File: src/core/bir_pkg.sv
// bir_pkg: constants shared by the board interrupt router files
// assumes: configuration accesses arrive on the system clock as byte-wide register cycles
package bir_pkg;

  // configuration offsets of the two route registers
  localparam logic [7:0] BIR_ROUTE0_OFS = 8'h70;
  localparam logic [7:0] BIR_ROUTE1_OFS = 8'h71;

  // value after reset: routing disabled, sharing off, pin used as board input
  localparam logic [7:0] BIR_ROUTE_RST  = 8'h80;

  // writable bits; bit 4 always reads zero, bit 5 exists only in route 0
  localparam logic [7:0] BIR_WMASK0     = 8'hEF;
  localparam logic [7:0] BIR_WMASK1     = 8'hCF;

  // field positions inside a route register
  localparam int BIR_DIS_BIT   = 7;
  localparam int BIR_SHARE_BIT = 6;
  localparam int BIR_TIMER_BIT = 5;
  localparam int BIR_RSVD_BIT  = 4;
  localparam int BIR_SEL_MSB   = 3;

  // controller input count and target selects that are reserved
  localparam int         BIR_NUM_IRQ = 16;
  localparam logic [3:0] BIR_SEL_R0  = 4'h0;
  localparam logic [3:0] BIR_SEL_R1  = 4'h1;
  localparam logic [3:0] BIR_SEL_R2  = 4'h2;
  localparam logic [3:0] BIR_SEL_R8  = 4'h8;
  localparam logic [3:0] BIR_SEL_R13 = 4'hD;

  // true when a target select names a real controller input
  function automatic logic bir_target_ok(input logic [3:0] sel);
    bir_target_ok = !(sel == BIR_SEL_R0 || sel == BIR_SEL_R1 || sel == BIR_SEL_R2 ||
                      sel == BIR_SEL_R8 || sel == BIR_SEL_R13);
  endfunction

endpackage

File: src/core/bir_route_if.sv
// bir_route_if: per-route hit and mask vectors from a decoder to the router
// assumes: both ends run on the system clock
`timescale 1ns/10ps
interface bir_route_if;
  logic [15:0] hit;   // board request lands on this controller input
  logic [15:0] mask;  // expansion-bus request on this input is blocked

  modport drv (output hit, output mask);
  modport snk (input hit, input mask);  // use is a reserved word, hence snk
endinterface

File: src/core/bir_route_dec.sv
// bir_route_dec: decodes one route register into hit and mask vectors
// assumes: route value and board request are already in the system clock domain
`timescale 1ns/10ps
module bir_route_dec
  import bir_pkg::*;
(
  input  wire logic [7:0] route_i,  // route register contents
  input  wire logic       board_i,  // synchronised board request
  bir_route_if.drv        out       // hit and mask vectors
);
  import bir_pkg::*;

  wire       enabled_w = !route_i[BIR_DIS_BIT];                 // bit clear means route
  wire       valid_w   = bir_target_ok(route_i[BIR_SEL_MSB:0]); // reserved codes go nowhere
  wire       share_w   = route_i[BIR_SHARE_BIT];
  wire [3:0] sel_w     = route_i[BIR_SEL_MSB:0];

  // one slot per controller input; code value equals the input number
  genvar n;
  generate
    for (n = 0; n < BIR_NUM_IRQ; n++) begin : g_slot
      wire sel_hit_w = enabled_w && valid_w && (sel_w == 4'(n));
      assign out.hit[n]  = sel_hit_w && board_i;
      assign out.mask[n] = sel_hit_w && !share_w;
    end
  endgenerate

endmodule

File: src/core/bir_router.sv
// bir_router: steers two board interrupt requests onto legacy controller inputs
// assumes: config cycles are single-cycle strobes on clk_sys_i; irq pins are asynchronous
// Behaviour
// - each board input steers independently, eleven targets
// - bit 7 clear routes to field 3:0
// - code equals irq number; 0,1,2,8,13 reserved
// - sharing clear masks the selected expansion-bus irq
// - route0 bit 5 makes shared pin timer output
// - disk flag source follows bit 5 option
// - bit 4 of both registers reads zero
`timescale 1ns/10ps
module bir_router
  import bir_pkg::*;
(
  input  wire logic        clk_sys_i,        // system clock, 250 MHz
  input  wire logic        reset_i,          // async reset, active high
  input  wire logic [7:0]  cfg_addr_i,       // configuration offset
  input  wire logic        cfg_wr_i,         // write strobe, one cycle
  input  wire logic        cfg_rd_i,         // read strobe, one cycle
  input  wire logic [7:0]  cfg_wdata_i,      // write data
  output logic      [7:0]  cfg_rdata_o,      // read data, valid the cycle after rd
  input  wire logic        shared_timer_irq_pin_i,  // shared pin level (board input 0)
  output logic             shared_timer_irq_pin_o,  // timer level driven onto pin
  output logic             shared_timer_irq_pin_oe_o, // high while driving the pin
  input  wire logic        board_irq_in_i,   // board input 1 pin
  input  wire logic [15:0] isa_irq_i,        // expansion-bus irq lines
  input  wire logic        timer_irq_i,      // timer request, same clock
  output logic      [15:0] ctrl_irq_o,       // requests to the controller pair
  output logic             disk_irq_flag_o   // source for disk interrupt status flag
);
  import bir_pkg::*;

  logic [7:0]  route0_q;
  logic [7:0]  route1_q;
  logic [17:0] sync1_q;
  logic [17:0] sync2_q;

  // two-stage synchroniser: {pin, board1, isa[15:0]}; only stage 2 is read
  always_ff @(posedge clk_sys_i or posedge reset_i) begin
    if (reset_i) begin
      sync1_q <= '0;
      sync2_q <= '0;
    end else begin
      sync1_q <= {shared_timer_irq_pin_i, board_irq_in_i, isa_irq_i};
      sync2_q <= sync1_q;
    end
  end

  wire [15:0] isa_s      = sync2_q[15:0];
  wire        board1_s   = sync2_q[16];
  wire        pin_s      = sync2_q[17];
  wire        timer_on_w = route0_q[BIR_TIMER_BIT];
  // when the pin is an output its own level must not route back in
  wire        board0_s   = pin_s && !timer_on_w;

  // register decode
  wire wr0_w = cfg_wr_i && (cfg_addr_i == BIR_ROUTE0_OFS);
  wire wr1_w = cfg_wr_i && (cfg_addr_i == BIR_ROUTE1_OFS);
  wire [7:0] rd_mux_w = (cfg_addr_i == BIR_ROUTE0_OFS) ? route0_q :
                        (cfg_addr_i == BIR_ROUTE1_OFS) ? route1_q : 8'h00;

  // route registers; reserved bits are never stored so they always read zero
  always_ff @(posedge clk_sys_i or posedge reset_i) begin
    if (reset_i) begin
      route0_q <= BIR_ROUTE_RST;
      route1_q <= BIR_ROUTE_RST;
    end else begin
      if (wr0_w) route0_q <= cfg_wdata_i & BIR_WMASK0;
      if (wr1_w) route1_q <= cfg_wdata_i & BIR_WMASK1;
    end
  end

  // read port; unmapped offsets answer zero
  always_ff @(posedge clk_sys_i or posedge reset_i) begin
    if (reset_i) cfg_rdata_o <= 8'h00;
    else if (cfg_rd_i) cfg_rdata_o <= rd_mux_w;
  end

  // one decoder per route register
  bir_route_if r0_if ();
  bir_route_if r1_if ();

  bir_route_dec u_dec0 (
    .route_i (route0_q),
    .board_i (board0_s),
    .out     (r0_if.drv)
  );

  bir_route_dec u_dec1 (
    .route_i (route1_q),
    .board_i (board1_s),
    .out     (r1_if.drv)
  );

  // masked bus lines plus board hits; sharing simply ors them, which is why
  // both sources must be active-high levels
  wire [15:0] irq_d = (isa_s & ~(r0_if.mask | r1_if.mask))
                    | r0_if.hit | r1_if.hit;
  // disk flag follows irq15 when the pin has become the timer output
  wire        disk_d = timer_on_w ? isa_s[15] : board0_s;

  // registered outputs
  always_ff @(posedge clk_sys_i or posedge reset_i) begin
    if (reset_i) begin
      ctrl_irq_o                <= '0;
      disk_irq_flag_o           <= 1'b0;
      shared_timer_irq_pin_o    <= 1'b0;
      shared_timer_irq_pin_oe_o <= 1'b0;
    end else begin
      ctrl_irq_o                <= irq_d;
      disk_irq_flag_o           <= disk_d;
      shared_timer_irq_pin_o    <= timer_irq_i && timer_on_w;
      shared_timer_irq_pin_oe_o <= timer_on_w;
    end
  end
endmodule

File: config.mk
export PLATFORM = sky130hd
export DESIGN_NAME = bir_router
export DESIGN_NICKNAME = d
export VERILOG_FILES = /design/src/core/bir_pkg.sv /design/src/core/bir_route_if.sv /design/src/core/bir_route_dec.sv /design/src/core/bir_router.sv
export SDC_FILE = /design/constraint.sdc
export NUM_CORES = 1
export LEC_CHECK = 0
export BUFFER_PORTS_ARGS = -buffer_cell sky130_fd_sc_hd__buf_2
export CORE_MARGIN = 10
export CORE_UTILIZATION = 50
export CTS_CLUSTER_SIZE = 12
export DETAILED_ROUTE_END_ITERATION = 7
export GPL_ROUTABILITY_DRIVEN = 1
export MAX_ROUTING_LAYER = met4
export PLACE_DENSITY_LB_ADDON = 0.15
export SLEW_MARGIN = 20
export SYNTH_ARGS = -nofsm -noshare
export SYNTH_HDL_FRONTEND = slang
export SYNTH_SLANG_ARGS = --single-unit
File: constraint.sdc
create_clock -name clk_sys_i -period 2.55 [get_ports clk_sys_i]
set_input_delay 0.1275 -clock clk_sys_i [delete_from_list [all_inputs] [get_ports clk_sys_i]]
set_output_delay 0.1275 -clock clk_sys_i [all_outputs]
set_load 0.1 [all_outputs]
==> results of run 1 <==
==> registers in the layout, indices dropped and copies added (netlist names) <==
signal,count
disk_irq_flag_o,1
shared_timer_irq_pin_oe_o,1
sync1_q,18
cfg_rdata_o,7
sync2_q,18
route0_q,7
route1_q,6
ctrl_irq_o,16
shared_timer_irq_pin_o,1
==> worst register-to-register path, delay by kind of cell (launching register included) <==
family,cells,cell delay (ns)
AND/OR/NAND/NOR,1,0.64
AO/OA/AOI/OAI,2,0.39
flip-flops,1,0.50
==> kinds of logic (layout without fill, tap and decap cells) <==
group,Yosys count,in the layout
AO/OA/AOI/OAI,29,29
buffers and inverters,22,109
flip-flops,75,75
multiplexers,20,20
other,1,1
AND/OR/NAND/NOR,49,49
==> path summary, 6_finish.rpt <==
path                                               from                          endpoint  depth (start not counted)
worst max-delay path            route1_q[0]$_DFFE_PP0P_           ctrl_irq_o[6]$_DFF_PP0_                          3
worst min-delay path                        timer_irq_i  shared_timer_irq_pin_o$_DFF_PP0_                          2
worst max register to register  route1_q[0]$_DFFE_PP0P_           ctrl_irq_o[6]$_DFF_PP0_                          3
worst min register to register     sync1_q[7]$_DFF_PP0_              sync2_q[7]$_DFF_PP0_                          0
max in group asynchronous                       reset_i           route1_q[7]$_DFFE_PP1P_                          4
min in group asynchronous                       reset_i           ctrl_irq_o[9]$_DFF_PP0_                          4
==> cell type report <==
class / instances / area, um^2
Fill cell: 399 / 1929
Sequential cell: 75 / 1879
Multi-Input combinational cell: 99 / 790.8
Timing Repair Buffer: 83 / 525.5
Clock buffer: 10 / 127.6
Tap cell: 72 / 90.09
Clock inverter: 5 / 55.05
Inverter: 11 / 41.29
==> stage by stage <==
stage	instance area (um^2)	utilization, %	hold WS [ns]	std cells
after global routing	3510	64.53	0.01856	355
after detailed placement	3137	57.67	0.2361	321
after global placement	3137	57.67	0.2347	321
after floorplan	2766	-	0.1589	196
after CTS	3510	64.53	0.009224	355
final	3510	64.53	0.02292	355
==> power by group <==
part | leakage [nW] | switching (mW) | total [mW] | internal [mW]
sequential | 0.915 | 0.0343 | 1.28 | 1.24
combinational | 0.594 | 0.204 | 0.293 | 0.0887
clock | 0.0881 | 0.398 | 0.841 | 0.443
==> timing repair <==
action,4_1_cts,5_1_grt
hold buffers,19,0
endpoints found under the hold margin,91,0
resized for setup,0,0
==> cell usage in the layout, fill, tap and decap left out, types with 3 or more instances in the layout <==
| cell type | count |
|---|---|
| or3b_1 | 3 |
| o22ai_1 | 6 |
| buf_2 | 63 |
| dfrtp_1 | 73 |
| mux2_2 | 14 |
| nor4_1 | 3 |
| or2_2 | 5 |
| inv_1 | 10 |
| nand4_1 | 3 |
| or4b_1 | 3 |
| mux2i_1 | 6 |
| o221ai_1 | 16 |
| nand3b_1 | 3 |
| o21ai_0 | 3 |
| nand2b_1 | 5 |
| nand2_1 | 4 |
| dlygate4sd3_1 | 19 |
| clkbuf_8 | 9 |
| or3_1 | 3 |
==> routing by layer <==
layer / track usage (%) / part of all wire (%)
met5: - / 0
met4: 5.949 / 1.3
met3: 4.600 / 6.1
met2: 21.68 / 48
met1: 17.37 / 44
==> flow_summary.ini, run 1 <==
[status]
status = finished clean

[hold_path]
hold_class = in2reg

[timing]
report.final.hold_viol_count = 0
finalSetupViolations = 0
period_share_pct = 65.31
finalClockSkew_ns = 0.007525
fin_tns_setup_ns = 0
max_freq_ghz = 0.6004
maxSlewViolCount = 0
finalWorstSetupSlack_ns = 0.8845
fin_crit_ns = 1.666
rsz0062_at_grt = false

[detailed_routing]
first_iter_violations = 107
post-route-drc-count = 0
vias_per_cell = 5.279
vias = 1874
wire_per_inst_um = 16.36
routed_wl_mm = 5.807
drtPass1Iterations = 4
ant_nets = 0

[setup_path]
arrival_ns = 1.86
required_ns = 2.74
crit_type = reg2reg
critPathBufInv = 0
crit_chain = or4b_1 > o221ai_1 > o221ai_1
slowest_delay_ns = 0.64
path_delay_family = simple AND/OR/NAND/NOR gates
start_kind = flop
r2r_slack_ns = 0.88
worstSetupEndpointType = flop
cp_slowest_cell = or4b_1
path_max_fanout = 10
crit_top_cell = o221ai_1

[yosys]
ys_top_cells_by_count = dfrtp_1 (73), o221ai_1 (16), mux2_2 (14)
synth.net_count = 235
synth_seq_cells = 75
avgSynthCellArea_um2 = 14.11
synth-seq-area-share_pct = 67.93
netlist_instances = 196
yosys.area_share.simple_pct = 12.44
synth_edf_count = 0
yosysWarnings = 0
synth_most_common_cell = dfrtp_1
synthTopCellsByArea = dfrtp_1 (66%), mux2_2 (5.7%), o221ai_1 (5.1%)
muxShareOfSynthArea_pct = 7.870
yosysTopAreaCell = dfrtp_1
synth_top_family_by_area = simple AND/OR/NAND/NOR gates
async_flop_share_pct = 100.0
synth_compound_area_share_pct = 8.141
yosysTopAreaCellShare_pct = 66.03
synth.distinct_cells = 38
syn_area_um2 = 2766
ys.flop_type = dfrtp_1
synth_fa_ha_area_share_pct = 0
synth_xor_area_share_pct = 0

[clocking]
cts_buffers = 9
tritoncts = yes
clkLatencyLatePin_ns = 0.33
clkTransAtPathRegs_ns = 0.07
cts_buffer_depth = 2
cts_max_level = 3
clock_sinks = 75
root_buffer = clkbuf_8
post-cts-setup-buffers = 0

[global_routing]
grt_pass1_vias = 1917
grt_max_degree = 76
grt_pass1_wl_mm = 9.473
grtUsageTotal_pct = 14.34
overflow = 0
antenna_found_initial = 0

[power_and_ir_drop]
ir_drop_uv = 449.9
power_density_nw_per_um2 = 687.5
p_total_mw = 2.413
p_leak_nw = 1.598

[floorplan]
io_pins = 66
fp.dieArea_um2 = 8908
dieHeight_um = 94.38
initial_core_util_pct = 50.86
die_w_um = 94.38
fp.coreArea_um2 = 5439
fp-row-count = 27

[finish]
fin_nets = 318
syn_to_final_growth_pct = 26.87
drive_gt1_share_pct = 36.40
antenna_cells = 0

[placement]
pre_cts_slack_ns = 0.9188
dp_hpwl_mm = 4.127
portBuffers = 63
gp_congestion = 0.9150

[job]
cap_violations = 0
Power figures use the tool's default switching activity.
==> run 2, diff against run 1 <==
Settings changed: CORE_UTILIZATION 50 to 47.
Clock period 2.55 ns to 1.5 ns, I/O delays scaled along.
==> run 2 against run 1 <==
- cell area is 7.0% higher
- combinational power is 91% higher
- sequential power grew 70%
- highest routed layer unchanged
- register-to-register slack got worse by 0.83 ns
- cell count up 7.3%
==> flow_summary.ini, run 2 (synthesis results as in run 1) <==
[floorplan]
die_w_um = 96.72
fp-row-count = 27
initial_core_util_pct = 49.33
io_pins = 66
dieHeight_um = 96.72
fp.coreArea_um2 = 5608
fp.dieArea_um2 = 9355

[detailed_routing]
vias = 1960
routed_wl_mm = 6.217
wire_per_inst_um = 16.32
ant_nets = 0
drtPass1Iterations = 4
first_iter_violations = 128
post-route-drc-count = 0
vias_per_cell = 5.144

[timing]
fin_crit_ns = 1.447
report.final.hold_viol_count = 0
finalWorstSetupSlack_ns = 0.05335
rsz0062_at_grt = false
hold_ws_ns = 0.02817
max_freq_ghz = 0.6913
maxSlewViolCount = 0
fin_tns_setup_ns = 0
finalSetupViolations = 0
finalClockSkew_ns = 0.004407
period_share_pct = 96.44

[placement]
gp_congestion = 0.8649
dp_hpwl_mm = 4.487
portBuffers = 63
pre_cts_slack_ns = 0.02559

[finish]
layout_common_cells = dfrtp_1 (71), buf_2 (63), dlygate4sd3_1 (27), buf_4 (16), o221ai_1 (15)
fillers = 443
fin_nets = 343
drive_gt1_share_pct = 41.75
final_common_cell = dfrtp_1
syn_to_final_growth_pct = 35.78
antenna_cells = 0
top_regs = sync1_q (18), sync2_q (18), ctrl_irq_o (16)

[global_routing]
grt_pass1_vias = 2079
antenna_found_initial = 0
overflow = 0
grt_pass1_wl_mm = 10.35
grt_max_degree = 76
grtUsageTotal_pct = 13.77

[setup_path]
critPathBufInv = 0
slowest_delay_ns = 0.56
arrival_ns = 1.65
worstSetupEndpointType = flop
required_ns = 1.70
cp_slowest_cell = or4b_4
crit_top_cell = o221ai_1
crit_chain = or4b_4 > o221ai_1 > o221ai_1
crit_type = reg2reg
path_max_fanout = 5
start_kind = flop
path_delay_family = simple AND/OR/NAND/NOR gates

[status]
status = finished clean

[clocking]
tritoncts = yes
cts_max_level = 3
post-cts-setup-buffers = 0
root_buffer = clkbuf_8
cts_buffers = 9
clock_sinks = 75
clkTransAtPathRegs_ns = 0.07
clkLatencyLatePin_ns = 0.34
cts_buffer_depth = 2

[power_and_ir_drop]
p_total_mw = 4.091
ir_drop_uv = 781.4
power_density_nw_per_um2 = 1089
p_leak_nw = 1.729

[job]
cap_violations = 0

[hold_path]
hold_class = in2reg
run 2: cell count changes in the layout (fill, tap and decap cells not counted), moves of 2 or more:
cell / previous run / this run
buf_4: 0 / 16
dfrtp_1: 73 / 71
dfrtp_2: 0 / 2
dlygate4sd3_1: 19 / 27
or4b_1: 3 / 1
or4b_4: 0 / 2
run 2: worst register-to-register path, delay by kind of cell (launching register included):
family / cells / cell delay [ns]
flops: 1 / 0.41
compound gates: 2 / 0.34
simple gates: 1 / 0.56
run 2: final timing paths:
kind / startpoint / to / slack (ns) / depth (start not counted)
min in group asynchronous: reset_i / sync1_q[17]$_DFF_PP0_ / 0.39 / 4
max in group asynchronous: reset_i / route1_q[7]$_DFFE_PP1P_ / 0.79 / 4
max reg2reg: route0_q[7]$_DFFE_PP1P_ / ctrl_irq_o[7]$_DFF_PP0_ / 0.05 / 3
max: route0_q[7]$_DFFE_PP1P_ / ctrl_irq_o[7]$_DFF_PP0_ / 0.05 / 3
min reg2reg: sync2_q[8]$_DFF_PP0_ / ctrl_irq_o[8]$_DFF_PP0_ / 0.35 / 0
min: cfg_rd_i / cfg_rdata_o[7]$_DFFE_PP0P_ / 0.03 / 2
run 2: final cells by class:
class                   instances  area (um^2)  share of cell area [%]
clock inverters                 6        40.04                   1.066
clock buffers                  10        137.6                   3.664
repair buffers                108        745.7                   19.85
flip-flops and latches         75         1882                   50.10
multi-input cells              99        815.8                   21.72
inverters                      11        45.04                   1.199
well taps                      72        90.09                   2.398
run 2: per-layer routing:
metal | wire length, um | track usage, % | share of wire (%) | vias up
li1 | - | - | - | 929
met1 | 2805 | 16.59 | 45 | 966
met2 | 3092 | 21.78 | 50 | 63
met3 | 302 | 4.187 | 4.9 | 2
met4 | 17 | 4.059 | 0.27 | 0
met5 | 0 | - | 0 | -
run 2: what timing repair did:
item                                    CTS  global route
resized for setup                         0             9
endpoints found under the setup margin    0             7
hold endpoints to repair                104             0
hold buffers                             27             0
run 2: through the flow:
| stage | utilization [%] | cells | instance area (um^2) |
|---|---|---|---|
| after global placement | 58.50 | 338 | 3281 |
| after floorplan | - | 196 | 2770 |
| after global routing | 66.98 | 381 | 3756 |
| after detailed placement | 58.50 | 338 | 3281 |
| final | 66.98 | 381 | 3756 |
| after CTS | 66.49 | 381 | 3729 |
run 2: where the power goes:
| group | leakage (nW) | switching, mW | total [mW] | internal (mW) |
|---|---|---|---|---|
| Combinational | 0.724 | 0.369 | 0.561 | 0.191 |
| Sequential | 0.912 | 0.0501 | 2.17 | 2.12 |
| Clock | 0.0924 | 0.720 | 1.36 | 0.645 |
| Total | 1.73 | 1.14 | 4.09 | 2.95 |
